[src/dgp_pkg.sv]
// package with register map, field positions and reset values of the dual gpio port
package dgp_pkg;
  localparam int          DGP_A_WIDTH       = 6;
  localparam int          DGP_B_WIDTH       = 8;
  localparam int          DGP_ADDR_WIDTH    = 5;
  localparam logic [4:0]  DGP_OFF_A_DATA    = 5'h00;
  localparam logic [4:0]  DGP_OFF_A_DIR     = 5'h04;
  localparam logic [4:0]  DGP_OFF_A_PULLUP  = 5'h08;
  localparam logic [4:0]  DGP_OFF_B_DATA    = 5'h0C;
  localparam logic [4:0]  DGP_OFF_B_DIR     = 5'h10;
  localparam logic [4:0]  DGP_OFF_B_PULLUP  = 5'h14;
  localparam logic [4:0]  DGP_OFF_CONFIG    = 5'h18;
  localparam int          DGP_CLKOUT_BIT    = 7;
  localparam int          DGP_A_INONLY_BIT  = 2;
  localparam int          DGP_A_OSC_BIT     = 4;
  localparam int          DGP_CFG_IRQ_BIT   = 0;
  localparam int          DGP_CFG_OSC_LSB   = 1;
  localparam logic [7:0]  DGP_DIR_RESET     = 8'h00;
  localparam logic [7:0]  DGP_PULLUP_RESET  = 8'h00;
  localparam logic [7:0]  DGP_CONFIG_RESET  = 8'h00;
  localparam logic [1:0]  DGP_OSC_INTERNAL  = 2'h0;
  localparam logic [1:0]  DGP_OSC_EXTCLK    = 2'h1;
  localparam logic [1:0]  DGP_OSC_RC        = 2'h2;
  localparam logic [1:0]  DGP_OSC_CRYSTAL   = 2'h3;
endpackage

[src/dgp_sync.sv]
// two-stage synchroniser for a bus of pin levels
module dgp_sync
  import dgp_pkg::*;
#(
  parameter int WIDTH = 8
) (
  input  wire logic             i_clk_sys,
  input  wire logic             i_rst_n,
  input  wire logic [WIDTH-1:0] i_async,
  output logic      [WIDTH-1:0] o_sync
);
  logic [WIDTH-1:0] stage1;

  always_ff @(posedge i_clk_sys or negedge i_rst_n) begin
    if (!i_rst_n) begin
      stage1 <= '0;
      o_sync <= '0;
    end else begin
      stage1 <= i_async;
      o_sync <= stage1;
    end
  end
endmodule

[src/dgp_pin_bank.sv]
// per-pin output enable and pullup control for one port
module dgp_pin_bank
  import dgp_pkg::*;
#(
  parameter int             WIDTH      = 8,
  parameter logic [7:0]     INPUT_ONLY = 8'h00
) (
  input  wire logic             i_clk_sys,
  input  wire logic             i_rst_n,
  input  wire logic [WIDTH-1:0] i_latch,
  input  wire logic [WIDTH-1:0] i_dir,
  input  wire logic [WIDTH-1:0] i_pullup_en,
  output logic      [WIDTH-1:0] o_pin_out,
  output logic      [WIDTH-1:0] o_pin_oe,
  output logic      [WIDTH-1:0] o_pullup
);
  logic [WIDTH-1:0] next_oe;
  logic [WIDTH-1:0] next_pullup;

  genvar g;
  generate
    for (g = 0; g < WIDTH; g++) begin : g_pin
      assign next_oe[g]     = i_dir[g] & ~INPUT_ONLY[g];
      assign next_pullup[g] = i_pullup_en[g] & ~i_dir[g];
    end
  endgenerate

  always_ff @(posedge i_clk_sys or negedge i_rst_n) begin
    if (!i_rst_n) begin
      o_pin_oe  <= '0;
      o_pullup  <= '0;
      o_pin_out <= '0;
    end else begin
      o_pin_oe  <= next_oe;
      o_pullup  <= next_pullup;
      o_pin_out <= i_latch;
    end
  end
endmodule

[src/dgp_top.sv]
// dual gpio port: register file on classic wishbone, pin control and clock output select
module dgp_top
  import dgp_pkg::*;
#(
  parameter int AW = DGP_A_WIDTH,
  parameter int BW = DGP_B_WIDTH
) (
  input  wire logic                      i_clk_sys,
  input  wire logic                      i_rst_n,
  input  wire logic                      i_quad_bus_clock,
  input  wire logic                      i_wb_cyc,
  input  wire logic                      i_wb_stb,
  input  wire logic                      i_wb_we,
  input  wire logic [DGP_ADDR_WIDTH-1:0] i_wb_adr,
  input  wire logic [3:0]                i_wb_sel,
  input  wire logic [31:0]               i_wb_dat,
  output logic      [31:0]               o_wb_dat,
  output logic                           o_wb_ack,
  input  wire logic [AW-1:0]             i_first_port_pin,
  output logic      [AW-1:0]             o_first_port_pin,
  output logic      [AW-1:0]             o_first_port_pin_oe,
  output logic      [AW-1:0]             o_first_port_pullup,
  input  wire logic [BW-1:0]             i_second_port_pin,
  output logic      [BW-1:0]             o_second_port_pin,
  output logic      [BW-1:0]             o_second_port_pin_oe,
  output logic      [BW-1:0]             o_second_port_pullup,
  output logic                           o_oscillator_output_pin,
  output logic                           o_oscillator_output_pin_oe,
  output logic                           o_quad_bus_clock_sel
);
  logic          rst_meta;
  logic          rst_n_sync;
  logic [AW-1:0] first_port_data;
  logic [AW-1:0] first_port_direction;
  logic [7:0]    first_port_pullup_enable;
  logic [BW-1:0] second_port_data;
  logic [BW-1:0] second_port_direction;
  logic [BW-1:0] second_port_pullup_enable;
  logic [7:0]    port_config;
  logic [AW-1:0] first_pin_sync;
  logic [BW-1:0] second_pin_sync;
  logic          wb_ack_q;

  // reset release through two flip-flops
  always_ff @(posedge i_clk_sys or negedge i_rst_n) begin
    if (!i_rst_n) begin
      rst_meta   <= 1'b0;
      rst_n_sync <= 1'b0;
    end else begin
      rst_meta   <= 1'b1;
      rst_n_sync <= rst_meta;
    end
  end

  // bus decode
  wire       bus_req     = i_wb_cyc & i_wb_stb & ~wb_ack_q;
  wire       bus_wr      = bus_req & i_wb_we & i_wb_sel[0];
  wire       hit_a_data  = (i_wb_adr == DGP_OFF_A_DATA);
  wire       hit_a_dir   = (i_wb_adr == DGP_OFF_A_DIR);
  wire       hit_a_pull  = (i_wb_adr == DGP_OFF_A_PULLUP);
  wire       hit_b_data  = (i_wb_adr == DGP_OFF_B_DATA);
  wire       hit_b_dir   = (i_wb_adr == DGP_OFF_B_DIR);
  wire       hit_b_pull  = (i_wb_adr == DGP_OFF_B_PULLUP);
  wire       hit_config  = (i_wb_adr == DGP_OFF_CONFIG);
  wire [7:0] wr_byte     = i_wb_dat[7:0];

  // oscillator option and clock output select
  wire [1:0] osc_option  = port_config[DGP_CFG_OSC_LSB +: 2];
  wire       osc_ok      = (osc_option == DGP_OSC_INTERNAL) | (osc_option == DGP_OSC_RC);
  wire       clkout_on   = osc_ok & first_port_pullup_enable[DGP_CLKOUT_BIT];
  wire       irq_on      = port_config[DGP_CFG_IRQ_BIT];
  // bit 4 gives up its port function while the clock is routed out
  wire [AW-1:0] osc_mask   = clkout_on ? ~(AW'(1) << DGP_A_OSC_BIT) : '1;
  wire [AW-1:0] a_dir_eff  = first_port_direction & osc_mask;
  wire [AW-1:0] a_pull_eff = first_port_pullup_enable[AW-1:0] & osc_mask;

  // read views: latch for outputs, synchronised pin for inputs; port a bit 2 reads 0 while the irq bit is set
  wire [AW-1:0] a_view_raw = (first_port_direction & first_port_data) |
                             (~first_port_direction & first_pin_sync);
  wire [AW-1:0] a_mask     = irq_on ? ~(AW'(1) << DGP_A_INONLY_BIT) : '1;
  wire [AW-1:0] a_view     = a_view_raw & a_mask;
  wire [BW-1:0] b_view     = (second_port_direction & second_port_data) |
                             (~second_port_direction & second_pin_sync);

  wire [7:0] rd_byte =
    hit_a_data ? 8'(a_view) :
    hit_a_dir  ? 8'(first_port_direction) :
    hit_a_pull ? first_port_pullup_enable :
    hit_b_data ? 8'(b_view) :
    hit_b_dir  ? 8'(second_port_direction) :
    hit_b_pull ? 8'(second_port_pullup_enable) :
    hit_config ? port_config :
    8'h00;

  // data latches have no reset and accept writes in every direction state
  always_ff @(posedge i_clk_sys) begin
    if (bus_wr && hit_a_data) begin
      first_port_data <= wr_byte[AW-1:0];
    end
    if (bus_wr && hit_b_data) begin
      second_port_data <= wr_byte[BW-1:0];
    end
  end

  // control registers
  always_ff @(posedge i_clk_sys or negedge rst_n_sync) begin
    if (!rst_n_sync) begin
      first_port_direction      <= DGP_DIR_RESET[AW-1:0];
      second_port_direction     <= DGP_DIR_RESET[BW-1:0];
      first_port_pullup_enable  <= DGP_PULLUP_RESET;
      second_port_pullup_enable <= DGP_PULLUP_RESET[BW-1:0];
      port_config               <= DGP_CONFIG_RESET;
    end else begin
      if (bus_wr && hit_a_dir) begin
        first_port_direction <= wr_byte[AW-1:0];
      end
      if (bus_wr && hit_b_dir) begin
        second_port_direction <= wr_byte[BW-1:0];
      end
      if (bus_wr && hit_a_pull) begin
        first_port_pullup_enable <= {wr_byte[7], 1'b0, wr_byte[AW-1:0]};
      end
      if (bus_wr && hit_b_pull) begin
        second_port_pullup_enable <= wr_byte[BW-1:0];
      end
      if (bus_wr && hit_config) begin
        port_config <= {5'h00, wr_byte[2:0]};
      end
    end
  end

  // single-cycle wishbone answer
  always_ff @(posedge i_clk_sys or negedge rst_n_sync) begin
    if (!rst_n_sync) begin
      wb_ack_q <= 1'b0;
      o_wb_dat <= 32'h00000000;
    end else begin
      wb_ack_q <= bus_req;
      o_wb_dat <= bus_req ? {24'h000000, rd_byte} : 32'h00000000;
    end
  end
  assign o_wb_ack = wb_ack_q;

  dgp_sync #(
    .WIDTH (AW)
  ) u_sync_a (
    .i_clk_sys (i_clk_sys),
    .i_rst_n   (rst_n_sync),
    .i_async   (i_first_port_pin),
    .o_sync    (first_pin_sync)
  );

  dgp_sync #(
    .WIDTH (BW)
  ) u_sync_b (
    .i_clk_sys (i_clk_sys),
    .i_rst_n   (rst_n_sync),
    .i_async   (i_second_port_pin),
    .o_sync    (second_pin_sync)
  );

  dgp_pin_bank #(
    .WIDTH      (AW),
    .INPUT_ONLY (8'h04)
  ) u_bank_a (
    .i_clk_sys   (i_clk_sys),
    .i_rst_n     (rst_n_sync),
    .i_latch     (first_port_data),
    .i_dir       (a_dir_eff),
    .i_pullup_en (a_pull_eff),
    .o_pin_out   (o_first_port_pin),
    .o_pin_oe    (o_first_port_pin_oe),
    .o_pullup    (o_first_port_pullup)
  );

  dgp_pin_bank #(
    .WIDTH      (BW),
    .INPUT_ONLY (8'h00)
  ) u_bank_b (
    .i_clk_sys   (i_clk_sys),
    .i_rst_n     (rst_n_sync),
    .i_latch     (second_port_data),
    .i_dir       (second_port_direction),
    .i_pullup_en (second_port_pullup_enable),
    .o_pin_out   (o_second_port_pin),
    .o_pin_oe    (o_second_port_pin_oe),
    .o_pullup    (o_second_port_pullup)
  );

  // select flop for the clock pin; the clock itself is muxed downstream of it
  always_ff @(posedge i_clk_sys or negedge rst_n_sync) begin
    if (!rst_n_sync) begin
      o_quad_bus_clock_sel <= 1'b0;
    end else begin
      o_quad_bus_clock_sel <= clkout_on;
    end
  end
  assign o_oscillator_output_pin    = o_quad_bus_clock_sel & i_quad_bus_clock;
  assign o_oscillator_output_pin_oe = o_quad_bus_clock_sel;
endmodule

[config.mk]
export PLATFORM = sky130hd
export DESIGN_NAME = dgp_top
export DESIGN_NICKNAME = d
export VERILOG_FILES = /design/src/dgp_pkg.sv /design/src/dgp_sync.sv /design/src/dgp_pin_bank.sv /design/src/dgp_top.sv
export SDC_FILE = /design/constraint.sdc
export NUM_CORES = 1
export LEC_CHECK = 0
export ABC_CLOCK_PERIOD_IN_PS = 7360
export BUFFER_PORTS_ARGS = -buffer_cell sky130_fd_sc_hd__buf_2
export CORE_UTILIZATION = 50
export CTS_BUF_LIST = sky130_fd_sc_hd__clkbuf_8
export DETAILED_ROUTE_END_ITERATION = 8
export GPL_ROUTABILITY_DRIVEN = 0
export GPL_TIMING_DRIVEN = 0
export PLACE_DENSITY = 0.81
export SLEW_MARGIN = 20
export SYNTH_ARGS = -nofsm -noshare
export SYNTH_HDL_FRONTEND = slang
export SYNTH_SLANG_ARGS = --single-unit
[constraint.sdc]
create_clock -name i_clk_sys -period 7.36 [get_ports i_clk_sys]
set_input_delay 0 -clock i_clk_sys [delete_from_list [all_inputs] [get_ports i_clk_sys]]
set_output_delay 0 -clock i_clk_sys [all_outputs]
set_load 0.02 [all_outputs]
Word level (Yosys, flattened, before mapping)
Index checks and enable logic that the tools add are counted.
{ "totals": {"ff_bits": 127, "inputBits": 61, "out_inout_bits": 78} }
{ "classes": {"n_reduce_logical": 9, "mux": 10, "bitwise": 47, "n_eq_ne": 7} }
{ "ops": {"columns": ["op", "count"], "rows": [
  ["$mux W8", 7],
  ["$and A6 B6 Y6", 5],
  ["$and A1 B1 Y1", 20],
  ["$and A8 B8 Y8", 2],
  ["$eq A5 B5 Y1 const B", 3],
  ["$not A1 Y1", 15],
  ["$eq A5 B4 Y1 const B", 2],
  ["$not A8 Y8", 1],
  ["$or A8 B8 Y8", 1],
  ["$logic_and A1 B1 Y1", 7],
  ["$mux W3", 2],
  ["$not A6 Y6", 1],
  ["$or A6 B6 Y6", 1],
  ["$eq A5 B3 Y1 const B", 1],
  ["$logic_not A5 Y1", 1],
  ["$mux W5", 1],
  ["$eq A2 B2 Y1 const B", 1],
  ["$logic_not A2 Y1", 1],
  ["$or A1 B1 Y1", 1]
]} }

Depth between registers and ports, before layout
Gate-level depths: netlist of the first run.
{ "logic_depth": {"ltp_word": 9, "ltp_mapped": 7, "depth_no_buf": 4} }

Cells and area by module
A second synthesis of the first run with hierarchy kept.
{ "hier_totals": {"cells_unflattened": 312, "hier_area_um2": 4797.1} }
{ "by_module_without_submodules": {"columns": ["mod", "n_inst", "cells_per_inst", "area_per_inst_um2", "seq_area_each_um2"], "rows": [
  ["dgp_top", 1, 227, 2866.5, 1521.5],
  ["dgp_pin_bank (u_bank_b)", 1, 32, 710.7, 600.6],
  ["dgp_pin_bank (u_bank_a)", 1, 25, 519.2, 425.4],
  ["dgp_sync (u_sync_b)", 1, 16, 400.4, 400.4],
  ["dgp_sync (u_sync_a)", 1, 12, 300.3, 300.3]
]} }

Least setup slack after synthesis of the first run
Ideal clock, no wire load.
{ "synth_timing": {"kind": "register -> register", "start": "register wb_ack_q (netlist: o_wb_ack)", "end": "register first_port_data[0], enable pin", "synth_period_minus_slack_ns": 1.962, "arrival_ns": 1.585, "path_stages_with_launch": 5, "setup_slack_ns": 5.398, "path_cell_list": "dfrtp_1 > nand3b_1 > nor2_1 > nand2_1 > nor3_1"} }
{ "synth_via": {"elab_chain_len": 5} }
{ "synth_lines": {"columns": ["element", "line_no", "source"], "rows": [
  ["start: declaration", "dgp_top.sv:42", "logic wb_ack_q;"],
  ["start signal: assignment", "dgp_top.sv:138", "wb_ack_q <= bus_req;"],
  ["$not A1 Y1", "dgp_top.sv:56", "wire bus_req = i_wb_cyc & i_wb_stb & ~wb_ack_q;"],
  ["$and A1 B1 Y1", "dgp_top.sv:56", null],
  ["$and A1 B1 Y1 (2 in a row)", "dgp_top.sv:57", "wire bus_wr = bus_req & i_wb_we & i_wb_sel[0];"],
  ["$logic_and A1 B1 Y1", "dgp_top.sv:97", "if (bus_wr && hit_a_data) begin"],
  ["end signal: assignment", "dgp_top.sv:98", "first_port_data <= wr_byte[AW-1:0];"],
  ["end: declaration", "dgp_top.sv:33", "logic [AW-1:0] first_port_data;"]
]} }
No other way between the ends.
A chain may end at the register's enable or synchronous reset.

Final worst setup path of the first run
{ "layout_timing": {"start": "input port i_wb_adr[4]", "end": "register second_port_data[3], enable pin"} }
{ "layout_via": {"elab_chain_len": 2} }
{ "layout_lines": {"columns": ["element", "line_no", "source"], "rows": [
  ["start: declaration", "dgp_top.sv:14", "input wire logic [DGP_ADDR_WIDTH-1:0] i_wb_adr,"],
  ["$eq A5 B4 Y1", "dgp_top.sv:61", "wire hit_b_data = (i_wb_adr == DGP_OFF_B_DATA);"],
  ["$logic_and A1 B1 Y1", "dgp_top.sv:100", "if (bus_wr && hit_b_data) begin"],
  ["end signal: assignment", "dgp_top.sv:101", "second_port_data <= wr_byte[BW-1:0];"],
  ["end: declaration", "dgp_top.sv:36", "logic [BW-1:0] second_port_data;"]
]} }
No other way between the ends.

==> reports/qor_table.md, run 1 <==
| Metric | This run | Unit |
| --- | --- | --- |
| Relative area change from synthesis to final layout | 29.4 | % |
| Asr flop ratio synth | 89.0 | % |
| Depth of the worst register-to-register path | 4 | - |
| Final critical path time including I/O delays and setup | 2.55 | ns |
| Power Internal | 1.16 | mW |
| Portion of total power attributed to the clock network | 42.9 | % |
| R2r startpoint | o_wb_ack | - |
| Slack of the critical path | 4.81 | ns |
| Overall die area | 0.00970 | mm² |
| Clk_skew | 0.00946 | ns |
| Synth Warn # | 0 | - |
| Count of input and output buffers | 84 | - |
| Clock latency on the worst-skew pair | 0.43 | ns |
| Setup Total Neg Slack | 0 | ns |
| Net count of the finished layout | 526 | - |
| Post-Synthesis Cells | 312 | - |
| # IOs | 139 | - |
| Relative slew margins | 29.4 | % |
| Routed wire per std cell | 17.0 | µm |
| Worst Min Path Start | i_wb_adr[0] | - |
| WS Path Type | in -> reg | - |
| Antenna violations before repair | 0 | - |
| Total power after layout | 1.51 | mW |
| Count of buffers added by post-CTS timing repair for setup | 0 | - |
| Vias in the first global route | 3079 | - |
| Vertical die dimension | 98.5 | µm |
| Share of post-route cells with drive strength above 1 | 39.5 | % |
| Top cells by area, synth | sky130_fd_sc_hd__dfrtp_1 (61%), sky130_fd_sc_hd__edfxtp_1 (9.0%), sky130_fd_sc_hd__mux2_2 (8.5%) | - |
| Reg2Reg Setup Slack | 4.85 | ns |
| Number of CTS-inserted buffers | 17 | - |
| Required arrival time at the worst endpoint | 7.40 | ns |
| Number of H-tree levels | 4 | - |
| Violated checks | DRC | - |
| Residual overflow from global routing | 0 | - |
| Filler cells | 638 | - |
| Final hold vios | 0 | - |
| Worst Hold End | o_wb_dat[1] | - |
| CP max stage cell | sky130_fd_sc_hd__nor2_1 | - |
| First-iteration detailed-routing DRC count | 210 | - |
| Logic gate share of total power | 7.5 | % |
| Max-capacitance violation count | 0 | - |
| Power density of the placed cells | 250 | mW/mm² |
| Cell depth of the worst hold path | 4 | - |
| CTS sink count | 127 | - |
| Clock slew at reported path FFs | 0.07 | ns |
| Power share of the sequential group | 49.6 | % |
| Cells along the critical path | dlygate4sd3_1 -> buf_2 -> nor3_1 -> clkbuf_1 -> nand2_1 -> nor2_1 | - |
| Most Used Layer, Global Route | met2 | - |
| Total detailed-routing wirelength | 9.96 | mm |
| Die extent in x | 98.5 | µm |
| Std-Cell Core Area | 0.00885 | mm² |
| Met3 usage in global routing | 5.67 | % |
| Number of vias in the routed layout | 3069 | - |
| Worst slack at placement | 4.91 | ns |
| Cell type with the highest aggregate area in the netlist | sky130_fd_sc_hd__dfrtp_1 | - |
| Avg Synthesized Cell Area | 14.9 | µm² |
| Maximum operating frequency | 0.391 | GHz |
| Via density | 5.24 | - |
| Part of the Yosys area used for sequential elements | 69.7 | % |
| Total global routing track utilization | 22.1 | % |
| Final antenna diode count | 0 | - |
| EDFF count, synth | 14 | - |
| Number of routed nets with antenna violations | 0 | - |
| Proportion of total power due to net switching | 23.2 | % |
| Buffer type at the clock tree root | sky130_fd_sc_hd__clkbuf_8 | - |
| Psw | 0.351 | mW |
| Crit path arrival time | 2.60 | ns |
| Fraction of synthesized cell area taken by the top area cell type | 60.7 | % |
| Utilization after layout | 68.1 | % |
| Unrepaired setup endpoints after global routing | no | - |
| Detailed Routing Iterations Pass 1 | 7 | - |
| Setup violation total in the final timing report | 0 | - |
| Max FO, Critical Path | 10 | - |
| Post-synthesis cell area | 0.00466 | mm² |
| Global Route met1 Usage | 27.5 | % |
| Final Slew Violations | 0 | - |
| Hold slack final | 0.0362 | ns |
| Post-synth top flop | sky130_fd_sc_hd__dfrtp_1 | - |
| Unique cell type count in the Yosys netlist | 37 | - |
| Max VDD drop | 0.000122 | V |
| Crit. End Element | register | - |
| Final cycle utilization of the critical path | 34.7 | % |
| Crit-path max cell delay | 0.84 | ns |
| Number of remaining DRC errors | 11 | - |
| Number of rows in the core area | 34 | - |
| Global Route met2 Usage | 35.8 | % |
| Largest net degree at the start of global routing | 63 | - |
| Crit path launch type | input pin | - |
| CTS tree | done | - |
| Estimated wirelength of the detail-placed design | 6.46 | mm |
| First-pass GRT wire length | 15.9 | mm |
| Number of storage elements in the synthesis netlist | 127 | - |
| Worst slew pin tran | 1.06 | ns |
| Starting Density | 52.6 | % |
| Result of the run | complete, but fails checks | - |
| Capture point of the worst reg-to-reg path | second_port_data[3] | - |
| Leakage power | 2.99 | nW |
| Class of the worst hold path | in -> reg | - |
| Clock Path Buffers | 2 | - |
placed cells by master, fill, tap and decap left out, types with 4 or more instances in the layout:
cell type,netlist,routed
sky130_fd_sc_hd__nand3_1,7,7
sky130_fd_sc_hd__nor2_1,6,6
sky130_fd_sc_hd__nor3_1,5,4
sky130_fd_sc_hd__clkbuf_8,0,18
sky130_fd_sc_hd__mux2i_1,10,10
sky130_fd_sc_hd__bufinv_16,0,4
sky130_fd_sc_hd__clkbuf_1,5,5
sky130_fd_sc_hd__buf_2,3,87
sky130_fd_sc_hd__nand3b_1,4,4
sky130_fd_sc_hd__a21oi_1,8,8
sky130_fd_sc_hd__nand2b_1,5,5
sky130_fd_sc_hd__a31oi_1,6,6
sky130_fd_sc_hd__nand2_1,6,6
sky130_fd_sc_hd__buf_4,26,26
sky130_fd_sc_hd__conb_1,2,26
sky130_fd_sc_hd__o22ai_1,5,5
sky130_fd_sc_hd__a221o_1,5,5
sky130_fd_sc_hd__nor2b_1,18,18
sky130_fd_sc_hd__edfxtp_1,14,14
sky130_fd_sc_hd__clkinv_2,0,4
sky130_fd_sc_hd__dfrtp_1,113,112
sky130_fd_sc_hd__mux2_2,35,35
sky130_fd_sc_hd__dlygate4sd3_1,0,25
stage by stage:
step                std cells  cell area (µm²)
global placement          528             5300
global route              586             6030
detailed placement        529             5340
floorplan                 336             4750
finish                    586             6030
CTS                       586             6030
cell families after synthesis:
group,after synthesis,share of synthesized area [%]
flip-flops,127,69.7
multiplexers,47,11.1
AND/OR/NAND/NOR,60,7.82
AO/OA/AOI/OAI,39,6.02
buffers and inverters,37,5.16
other,2,0.161
synth_stat cells (3+ instances only):
master,count
sky130_fd_sc_hd__a221o_1,5
sky130_fd_sc_hd__clkbuf_1,5
sky130_fd_sc_hd__nand3_1,7
sky130_fd_sc_hd__edfxtp_1,14
sky130_fd_sc_hd__nor2b_1,18
sky130_fd_sc_hd__dfrtp_1,113
sky130_fd_sc_hd__nand2b_1,5
sky130_fd_sc_hd__nor2_1,6
sky130_fd_sc_hd__mux2_2,35
sky130_fd_sc_hd__a31oi_1,6
sky130_fd_sc_hd__buf_4,26
sky130_fd_sc_hd__nand3b_1,4
sky130_fd_sc_hd__a21oi_1,8
sky130_fd_sc_hd__a31o_2,3
sky130_fd_sc_hd__nor3_1,5
sky130_fd_sc_hd__buf_2,3
sky130_fd_sc_hd__o22ai_1,5
sky130_fd_sc_hd__o2bb2ai_1,3
sky130_fd_sc_hd__nand2_1,6
sky130_fd_sc_hd__mux2i_1,10
what timing repair did:
action,CTS,global route
hold buffers,25,0
gates resized for setup,0,0
hold endpoints to repair,64,0
worst max-delay path, delay by kind of cell:
kind	cells	cell delay [ns]
simple gates	3	1.36
buf+inv	3	1.22
power by group through the flow:
stage	registers, mW	clock network, mW	logic (mW)
3_5_place_dp	0.763	0	0.101
5_1_grt	0.752	0.688	0.121
4_1_cts	0.749	0.655	0.112
3_3_place_gp	0.767	0	0.0903
2_1_floorplan	0.771	0	0.0551
6_report	0.749	0.648	0.112
flip-flops by register name (all words and copies together), names as in the netlist, 7 cells and up:
register,count
first_port_pullup_enable,7
o_wb_dat,8
second_port_data,8
second_port_direction,8
second_port_pullup_enable,8
u_bank_b.o_pin_oe,8
u_bank_b.o_pin_out,8
u_bank_b.o_pullup,8
u_sync_b.o_sync,8
u_sync_b.stage1,8
final cells by class:
type / instances / area [µm²] / share of cell area [%]
Sequential cell: 127 / 3250 / 54.0
Multi-Input combinational cell: 172 / 1260 / 21.0
Timing Repair Buffer: 110 / 698 / 11.6
Clock buffer: 18 / 248 / 4.11
Buffer: 36 / 236 / 3.92
Clock inverter: 14 / 190 / 3.16
Tap cell: 108 / 135 / 2.24
Inverter: 1 / 3.75 / 0.0623
how the worst max path moves through the flow:
stage / startpoint / to / depth (start not counted)
after global routing: o_wb_ack / second_port_data[3] / 4
final: i_wb_adr[4] / second_port_data[3] / 6
after detailed placement: o_wb_ack / second_port_data[2] / 4
after floorplan: rst_n_sync / first_port_direction[0] / 0
after global placement: rst_n_sync / u_bank_a.o_pin_out[4] / 0
after CTS: o_wb_ack / second_port_data[3] / 4
metal layers:
metal	vias up	share of wire [%]	wire, µm
li1	1366	-	-
met1	1497	40	4030
met2	177	50	4990
met3	29	6.9	692
met4	0	2.5	253
met5	-	0	0
Power figures use the tool's default switching activity.
==> run 2, diff against run 1 <==
ABC_CLOCK_PERIOD_IN_PS = 2500   (was 7360)
clock period = 2.5 ns   (was 7.36 ns; I/O delays follow)
==> run 2 against run 1 <==
Net effect:
- first-iteration DRC count increased by 50%
- largest power group unchanged
- global-route usage increased by 0.36 points
- cell area increased by 0.39%
- count of clock-buffer cells in the layout increased by 2
- utilization increased by 0.27 points
- sequential share of layout area decreased by 0.21 points
- clock skew decreased by 0.0019 ns
- the flow still finishes with violations (DRC)
==> reports/qor_table.md, run 2 (synthesis results as in run 1) <==
| Metric | This run | Unit | Delta |
| --- | --- | --- | --- |
| Hold slack final | 0.0648 | ns | was 0.0362 ns |
| Violated checks | DRC | - | unchanged |
| Detailed Routing Iterations Pass 1 | 9 | - | was 7 |
| Vias in the first global route | 3009 | - | was 3079 |
| Post-route non-filler standard cell count | 587 | - | was 586 |
| Setup Total Neg Slack | 0 | ns | unchanged |
| Starting Density | 52.6 | % | unchanged |
| Crit-path max cell delay | 0.63 | ns | was 0.84 ns |
| Total detailed-routing wirelength | 10.0 | mm | was 9.96 mm |
| Max-capacitance violation count | 0 | - | unchanged |
| Utilization after layout | 68.4 | % | was 68.1% |
| Antenna violations before repair | 1 | - | was 0 |
| Relative slew margins | 42.4 | % | was 29.4% |
| # IOs | 139 | - | unchanged |
| Max VDD drop | 0.000395 | V | was 0.000122 V |
| Result of the run | complete, but fails checks | - | unchanged |
| Estimated wirelength of the detail-placed design | 6.50 | mm | was 6.46 mm |
| Final cycle utilization of the critical path | 94.1 | % |  |
| Via density | 5.22 | - | was 5.24 |
| Net count of the finished layout | 526 | - | unchanged |
| Vertical die dimension | 98.5 | µm | unchanged |
| Unrepaired setup endpoints after global routing | no | - | unchanged |
| Routed wire per std cell | 17.1 | µm | was 17.0 µm |
| Register area | 0.00325 | mm² | unchanged |
| Setup violation total in the final timing report | 0 | - | unchanged |
| Number of rows in the core area | 34 | - | unchanged |
| Required arrival time at the worst endpoint | 2.55 | ns | was 7.40 ns |
| Number of CTS-inserted buffers | 17 | - | unchanged |
| Number of remaining DRC errors | 9 | - | was 11 |
| Relative area change from synthesis to final layout | 29.9 | % | was 29.4% |
| Power density of the placed cells | 745 | mW/mm² | was 250 mW/mm² |
| Largest net degree at the start of global routing | 58 | - | was 63 |
| Max FO, Critical Path | 10 | - | unchanged |
| Filler cells | 614 | - | was 638 |
| CTS sink count | 127 | - | unchanged |
| Total global routing track utilization | 22.4 | % | was 22.1% |
| CP max stage cell | sky130_fd_sc_hd__nor3_2 | - | was sky130_fd_sc_hd__nor2_1 |
| CTS tree | done | - | unchanged |
| Clk_skew | 0.00760 | ns | was 0.00946 ns |
| Worst slack at placement | 0.0934 | ns | was 4.91 ns |
| Class of the worst hold path | in -> reg | - | unchanged |
| Number of routed nets with antenna violations | 0 | - | unchanged |
| Delay-heaviest family, CP | buffers and inverters | - | was simple AND/OR/NAND/NOR gates |
| Most common cell after layout, fill and taps aside | sky130_fd_sc_hd__dfrtp_1 | - | unchanged |
| Std-Cell Core Area | 0.00885 | mm² | unchanged |
| Count of input and output buffers | 84 | - | unchanged |
| Clock Path Buffers | 2 | - | unchanged |
| Buffers and inverters on the worst path | 3 | - | unchanged |
| Number of H-tree levels | 4 | - | unchanged |
| Worst slew pin tran | 0.857 | ns | was 1.06 ns |
| Number of vias in the routed layout | 3066 | - | was 3069 |
| Die extent in x | 98.5 | µm | unchanged |
| Crit path arrival time | 2.40 | ns | was 2.60 ns |
| Leakage power | 2.99 | nW | about the same |
| First-pass GRT wire length | 15.9 | mm | about the same |
| Placed Cells incl. Taps | 529 | - | unchanged |
| Maximum operating frequency | 0.425 | GHz |  |
| Residual overflow from global routing | 0 | - | unchanged |
| Leading cell types in the layout, fill and taps excluded | sky130_fd_sc_hd__dfrtp_1 (112), sky130_fd_sc_hd__buf_2 (87), sky130_fd_sc_hd__mux2_2 (35) | - | unchanged |
| Multi-input gate area | 0.00127 | mm² | was 0.00126 mm² |
| Final hold vios | 0 | - | unchanged |
| Slack of the critical path | 0.147 | ns | was 4.81 ns |
| WS Path Type | in -> reg | - | unchanged |
| First-iteration detailed-routing DRC count | 316 | - | was 210 |
| Final critical path time including I/O delays and setup | 2.35 | ns |  |
| Clock latency on the worst-skew pair | 0.42 | ns | was 0.43 ns |
| Share of post-route cells with drive strength above 1 | 39.7 | % | was 39.5% |
| Crit. End Element | register | - | unchanged |
| Crit path launch type | input pin | - | unchanged |
| Buffer type at the clock tree root | sky130_fd_sc_hd__clkbuf_8 | - | unchanged |
| Final Slew Violations | 0 | - | unchanged |
| Clock slew at reported path FFs | 0.07 | ns | about the same |
| Overall die area | 0.00970 | mm² | unchanged |
| Cells along the critical path | dlygate4sd3_1 -> buf_2 -> nor3_1 -> clkbuf_1 -> nand2_1 -> nor3_2 | - | was dlygate4sd3_1 -> buf_2 -> nor3_1 -> clkbuf_1 -> nand2_1 -> nor2_1 |
-- run 2: changes by cell type in the layout (fill, tap and decap cells not counted) --
| cell | change |
|---|---|
| sky130_fd_sc_hd__nor2_2 | +1 |
| sky130_fd_sc_hd__clkinv_4 | -2 |
| sky130_fd_sc_hd__clkinvlp_4 | +2 |
| sky130_fd_sc_hd__nor2_1 | -1 |
| sky130_fd_sc_hd__clkinv_2 | -3 |
| sky130_fd_sc_hd__clkbuf_8 | +2 |
| sky130_fd_sc_hd__inv_6 | +1 |
| sky130_fd_sc_hd__diode_2 | +1 |
-- run 2: path summary, 6_finish.rpt --
| path | cells past startpoint | end | startpoint | slack [ns] |
|---|---|---|---|---|
| worst max-delay path | 6 | first_port_data[2] | i_wb_adr[4] | 0.15 |
| worst min-delay path | 4 | o_wb_dat[0] | i_wb_adr[0] | 0.06 |
| worst max register to register | 4 | first_port_data[2] | o_wb_ack | 0.20 |
| worst min register to register | 0 | u_sync_a.o_sync[1] | u_sync_a.stage1[1] | 0.35 |
| max in group asynchronous | 1 | u_bank_b.o_pullup[0] | rst_n_sync | 1.41 |
| min in group asynchronous | 0 | u_bank_b.o_pin_oe[2] | rst_n_sync | 0.39 |
-- run 2: layer usage --
layer  share of wire (%)  vias to the layer above  routed length (µm)  global-route usage (%)
met3                 7.8                       22                 784                    6.60
met5                   0                        -                   0                       0
met4                 2.4                        0                 238                    11.3
met2                  50                      170                5010                    35.9
met1                  40                     1496                3990                    28.1
li1                    -                     1378                   -                       -
-- run 2: layout make-up --
cell class	count	area share (%)
buffer	36	3.91
antenna	1	0.0414
inverter	1	0.0620
sequential	127	53.7
clock buffer	20	4.55
timing repair buffer	110	11.5
tap	108	2.23
clock inverter	12	3.00
multi-input combinational	172	20.9
-- run 2: tightest hold or removal path, cell delays in order --
cell and delay, ns:
sky130_fd_sc_hd__buf_2 0.10, sky130_fd_sc_hd__nor2_1 0.13, sky130_fd_sc_hd__nand3_1 0.12, sky130_fd_sc_hd__a21oi_1 0.08
-- run 2: through the flow --
step / cell area, µm² / total power [mW]
5_1_grt: 6050 / 4.67
2_1_floorplan: 4750 / 2.43
4_1_cts: 6050 / 4.54
6_report: 6050 / 4.50
3_3_place_gp: 5300 / 2.52
3_5_place_dp: 5340 / 2.54
-- run 2: what timing repair did --
item                                    4_1_cts  5_1_grt
endpoints found under the setup margin        0        8
hold buffers                                 25        0
setup buffers                                 0        0
gates resized for setup                       0        1
hold endpoints to repair                     64        0
-- run 2: report_power, final --
group          leakage, nW  switching, mW  internal, mW  total, mW
Combinational         1.18          0.184         0.147      0.331
Sequential            1.59         0.0537          2.15       2.21
Clock                0.218          0.795          1.17       1.97
==> run 3, diff against run 2 <==
ABC_AREA = 1   (was default)
PLACE_DENSITY = 0.8   (was 0.81)
==> run 3 against run 2 <==
Net effect:
- clock skew up 0.0013 ns
- synthesized cell count up 32%
- combinational power about the same
- cell area up 3.8%
- the run now ends clean
- critical path type unchanged
- routed wire length down 0.11%
- sequential power about the same
==> reports/qor_table.md, run 3 <==
| Metric | This run | Unit | Delta |
| --- | --- | --- | --- |
| Result of the run | completed | - | was complete, but fails checks |
| Count of input and output buffers | 85 | - | was 84 |
| Total number of cells along the worst setup path | 7 | - | was 6 |
| Unique cell type count in the Yosys netlist | 30 | - | was 37 |
| Fraction of synthesized cell area taken by the top area cell type | 58.6 | % | was 60.7% |
| Most common cell after layout, fill and taps aside | sky130_fd_sc_hd__dfrtp_1 | - | unchanged |
| CP max stage cell | sky130_fd_sc_hd__dlygate4sd3_1 | - | was sky130_fd_sc_hd__nor3_2 |
| Multi-input gate area | 0.00123 | mm² | was 0.00127 mm² |
| Leading cell types in the layout, fill and taps excluded | sky130_fd_sc_hd__dfrtp_1 (112), sky130_fd_sc_hd__buf_2 (88), sky130_fd_sc_hd__nand2_1 (74) | - | was sky130_fd_sc_hd__dfrtp_1 (112), sky130_fd_sc_hd__buf_2 (87), sky130_fd_sc_hd__mux2_2 (35) |
| Synthesized-area fraction occupied by xor and xnor cells | 0 | % | unchanged |
| Count of buffers added by post-CTS timing repair for setup | 0 | - | unchanged |
| Number of storage elements in the synthesis netlist | 127 | - | unchanged |
| WS Path Type | in -> reg | - | unchanged |
| Buffers and inverters on the worst path | 3 | - | unchanged |
| Setup Total Neg Slack | 0 | ns | unchanged |
| Total detailed-routing wirelength | 10.0 | mm | about the same |
| Leakage power | 3.22 | nW | was 2.99 nW |
| Total power after layout | 4.56 | mW | was 4.50 mW |
| Share of post-route cells with drive strength above 1 | 33.7 | % | was 39.7% |
| Setup violation total in the final timing report | 0 | - | unchanged |
| CTS tree | done | - | unchanged |
| Logic gate share of total power | 7.3 | % | about the same |
| Detailed Routing Iterations Pass 1 | 6 | - | was 9 |
| Area of placed instances | 0.00554 | mm² | was 0.00534 mm² |
| Final antenna diode count | 0 | - | was 1 |
| Worst slew pin tran | 0.632 | ns | was 0.857 ns |
| Final critical path time including I/O delays and setup | 2.16 | ns | was 2.35 ns |
| Delay-heaviest family, CP | buffers and inverters | - | unchanged |
| Estimated wirelength of the detail-placed design | 6.85 | mm | was 6.50 mm |
| Psw | 1.03 | mW | about the same |
| Relative slew margins | 57.7 | % | was 42.4% |
| Cells along the critical path | dlygate4sd3_1 -> buf_2 -> nand2_1 -> dlygate4sd3_1 -> nor2_4 -> nand3_2 -> nor2_1 | - | was dlygate4sd3_1 -> buf_2 -> nor3_1 -> clkbuf_1 -> nand2_1 -> nor3_2 |
| Relative area change from synthesis to final layout | 30.2 | % | was 29.9% |
| Register area | 0.00325 | mm² | unchanged |
| Power Internal | 3.53 | mW | was 3.47 mW |
| Number of vias in the routed layout | 3377 | - | was 3066 |
| Number of H-tree levels | 4 | - | unchanged |
| First-iteration detailed-routing DRC count | 202 | - | was 316 |
| Cell type with the highest occurrence count on the critical path | sky130_fd_sc_hd__dlygate4sd3_1 | - |  |
| Max FO, Critical Path | 9 | - | was 10 |
| Clk_skew | 0.00891 | ns | was 0.00760 ns |
| Required arrival time at the worst endpoint | 2.56 | ns | was 2.55 ns |
| Power density of the placed cells | 727 | mW/mm² | was 745 mW/mm² |
| Number of CTS-inserted buffers | 17 | - | unchanged |
| Filler cells | 700 | - | was 614 |
| Net count of the finished layout | 629 | - | was 526 |
| Cell depth of the worst hold path | 6 | - | was 4 |
| First-pass GRT wire length | 16.2 | mm | was 15.9 mm |
| Top cells by area, synth | sky130_fd_sc_hd__dfrtp_1 (59%), sky130_fd_sc_hd__edfxtp_1 (8.7%), sky130_fd_sc_hd__nand2_1 (5.8%) | - | was sky130_fd_sc_hd__dfrtp_1 (61%), sky130_fd_sc_hd__edfxtp_1 (9.0%), sky130_fd_sc_hd__mux2_2 (8.5%) |
| Avg Synthesized Cell Area | 11.7 | µm² | was 14.9 µm² |
| Number of rows in the core area | 35 | - | was 34 |
| EDFF count, synth | 14 | - | unchanged |
| Crit. End Element | register | - | unchanged |
| Total global routing track utilization | 22.0 | % | was 22.4% |
| Synth Warn # | 0 | - | unchanged |
| # IOs | 139 | - | unchanged |
| Part of the Yosys area used for sequential elements | 67.3 | % | was 69.7% |
| Asr flop ratio synth | 89.0 | % | unchanged |
| Leading post-synthesis cells by instance count | sky130_fd_sc_hd__dfrtp_1 (113), sky130_fd_sc_hd__nand2_1 (74), sky130_fd_sc_hd__inv_1 (40) | - | was sky130_fd_sc_hd__dfrtp_1 (113), sky130_fd_sc_hd__mux2_2 (35), sky130_fd_sc_hd__buf_4 (26) |
| Vertical die dimension | 100 | µm | was 98.5 µm |
| Routed wire per std cell | 14.1 | µm | was 17.1 µm |
| Clock latency on the worst-skew pair | 0.43 | ns | was 0.42 ns |
| Residual overflow from global routing | 0 | - | unchanged |
| Starting Density | 52.0 | % | was 52.6% |
| Depth of the worst register-to-register path | 3 | - | was 4 |
| Clock slew at reported path FFs | 0.07 | ns | about the same |
| Std-Cell Core Area | 0.00928 | mm² | was 0.00885 mm² |
| Post-synth top flop | sky130_fd_sc_hd__dfrtp_1 | - | unchanged |
| Fraction of the mapped netlist area in compound gates | 8.25 | % | was 6.02% |
| Unrepaired setup endpoints after global routing | no | - | unchanged |
| Vias in the first global route | 3387 | - | was 3009 |
| Most common cell in the synthesized netlist | sky130_fd_sc_hd__dfrtp_1 | - | unchanged |
| Antenna violations before repair | 0 | - | was 1 |
| Final cycle utilization of the critical path | 86.5 | % | was 94.1% |
| Via density | 4.76 | - | was 5.22 |
| Overall die area | 0.0100 | mm² | was 0.00970 mm² |
| Buffer type at the clock tree root | sky130_fd_sc_hd__clkbuf_8 | - | unchanged |
| Proportion of total power due to net switching | 22.7 | % | was 22.9% |
| Crit-path max cell delay | 0.59 | ns | was 0.63 ns |
| Largest net degree at the start of global routing | 41 | - | was 58 |
| Max VDD drop | 0.000353 | V | was 0.000395 V |
| Utilization after layout | 67.6 | % | was 68.4% |
| CTS sink count | 127 | - | unchanged |
| Portion of total power attributed to the clock network | 44.6 | % | was 43.7% |
| Clock Path Buffers | 2 | - | unchanged |
| Number of routed nets with antenna violations | 0 | - | unchanged |
| Post-synthesis share of cell area spent on and, or, nand and nor gates | 14.2 | % | was 7.82% |
| Crit path arrival time | 2.22 | ns | was 2.40 ns |
| Max-capacitance violation count | 0 | - | unchanged |
| Power share of the sequential group | 48.2 | % | was 49.0% |
| Number of remaining DRC errors | 0 | - | was 9 |
| Placed Cells incl. Taps | 652 | - | was 529 |
| Dominant combinational cell family by area after synthesis | simple AND/OR/NAND/NOR gates | - | was multiplexers |
| Design Area, Final | 0.00628 | mm² | was 0.00605 mm² |
| Die extent in x | 100 | µm | was 98.5 µm |
| Cell type with the highest aggregate area in the netlist | sky130_fd_sc_hd__dfrtp_1 | - | unchanged |
| Post-Synth Adder-Cell Area | 0 | % | unchanged |
| Final Slew Violations | 0 | - | unchanged |
| Crit path launch type | input pin | - | unchanged |
| Post-route non-filler standard cell count | 710 | - | was 587 |
| Portion of netlist area occupied by mux cells | 0.934 | % | was 11.1% |
| Class of the worst hold path | in -> reg | - | unchanged |
| Post-Synthesis Cells | 412 | - | was 312 |
| Final hold vios | 0 | - | unchanged |
| Maximum operating frequency | 0.462 | GHz | was 0.425 GHz |
| Post-synthesis cell area | 0.00482 | mm² | was 0.00466 mm² |
## run 3: layer usage
| metal | wire (µm) | global-route usage, % | vias up |
|---|---|---|---|
| met2 | 5190 | 36.2 | 160 |
| met4 | 360 | 13.6 | 0 |
| met5 | 0 | 0 | - |
| met1 | 3850 | 25.7 | 1597 |
| met3 | 622 | 6.06 | 30 |
| li1 | - | - | 1590 |
## run 3: layout make-up
type	count	share of cell area, %
Clock inverter	13	3.35
Sequential cell	127	51.8
Multi-Input combinational cell	229	19.5
Tap cell	129	2.57
Inverter	47	2.95
Buffer	33	4.07
Clock buffer	19	4.17
Timing Repair Buffer	113	11.6
## run 3: cells by family (layout without fill, tap and decap cells)
kind of cell | after synthesis | count (layout)
mux | 4 | 4
flops | 127 | 127
simple gates | 132 | 132
other cells | 2 | 26
buf+inv | 80 | 225
compound gates | 67 | 67
## run 3: worst paths after layout
kind | start | to | slack, ns
setup reg to reg | o_wb_ack | first_port_data[2] | 0.75
hold / removal | i_wb_adr[0] | o_wb_dat[6] | 0.05
setup / recovery | i_wb_stb | first_port_data[2] | 0.34
hold reg to reg | rst_n_sync | u_bank_b.o_pin_oe[3] | 0.28
max in group asynchronous | rst_n_sync | u_sync_a.o_sync[2] | 1.40
min in group asynchronous | rst_n_sync | u_bank_b.o_pin_oe[3] | 0.28
## run 3: what timing repair did
action                                  in CTS  in global routing
endpoints found under the hold margin       67                  0
hold buffers                                26                  0
endpoints found under the setup margin       0                  8
gates resized for setup                      0                  1
## run 3: worst reg2reg max path, stage by stage, from the launching register on
cell,delay [ns]
sky130_fd_sc_hd__dfrtp_1,0.40
sky130_fd_sc_hd__nor2_4,0.26
sky130_fd_sc_hd__nand3_2,0.20
sky130_fd_sc_hd__nor2_1,0.54
## run 3: power groups by stage
| stage | logic, mW | registers (mW) | clock network (mW) |
|---|---|---|---|
| 2_1_floorplan | 0.162 | 2.27 | 0 |
| 3_3_place_gp | 0.261 | 2.26 | 0 |
| 3_5_place_dp | 0.298 | 2.24 | 0 |
| 4_1_cts | 0.332 | 2.20 | 2.07 |
| 5_1_grt | 0.363 | 2.21 | 2.17 |
| 6_report | 0.332 | 2.20 | 2.03 |
## run 3: stage by stage
step           setup slack (ns)  hold WS [ns]
2_1_floorplan             0.611        -0.296
5_1_grt                   0.213        0.0469
4_1_cts                   0.131        0.0269
3_5_place_dp              0.506        -0.212
6_report                  0.338        0.0452
3_3_place_gp             0.0684        -0.215
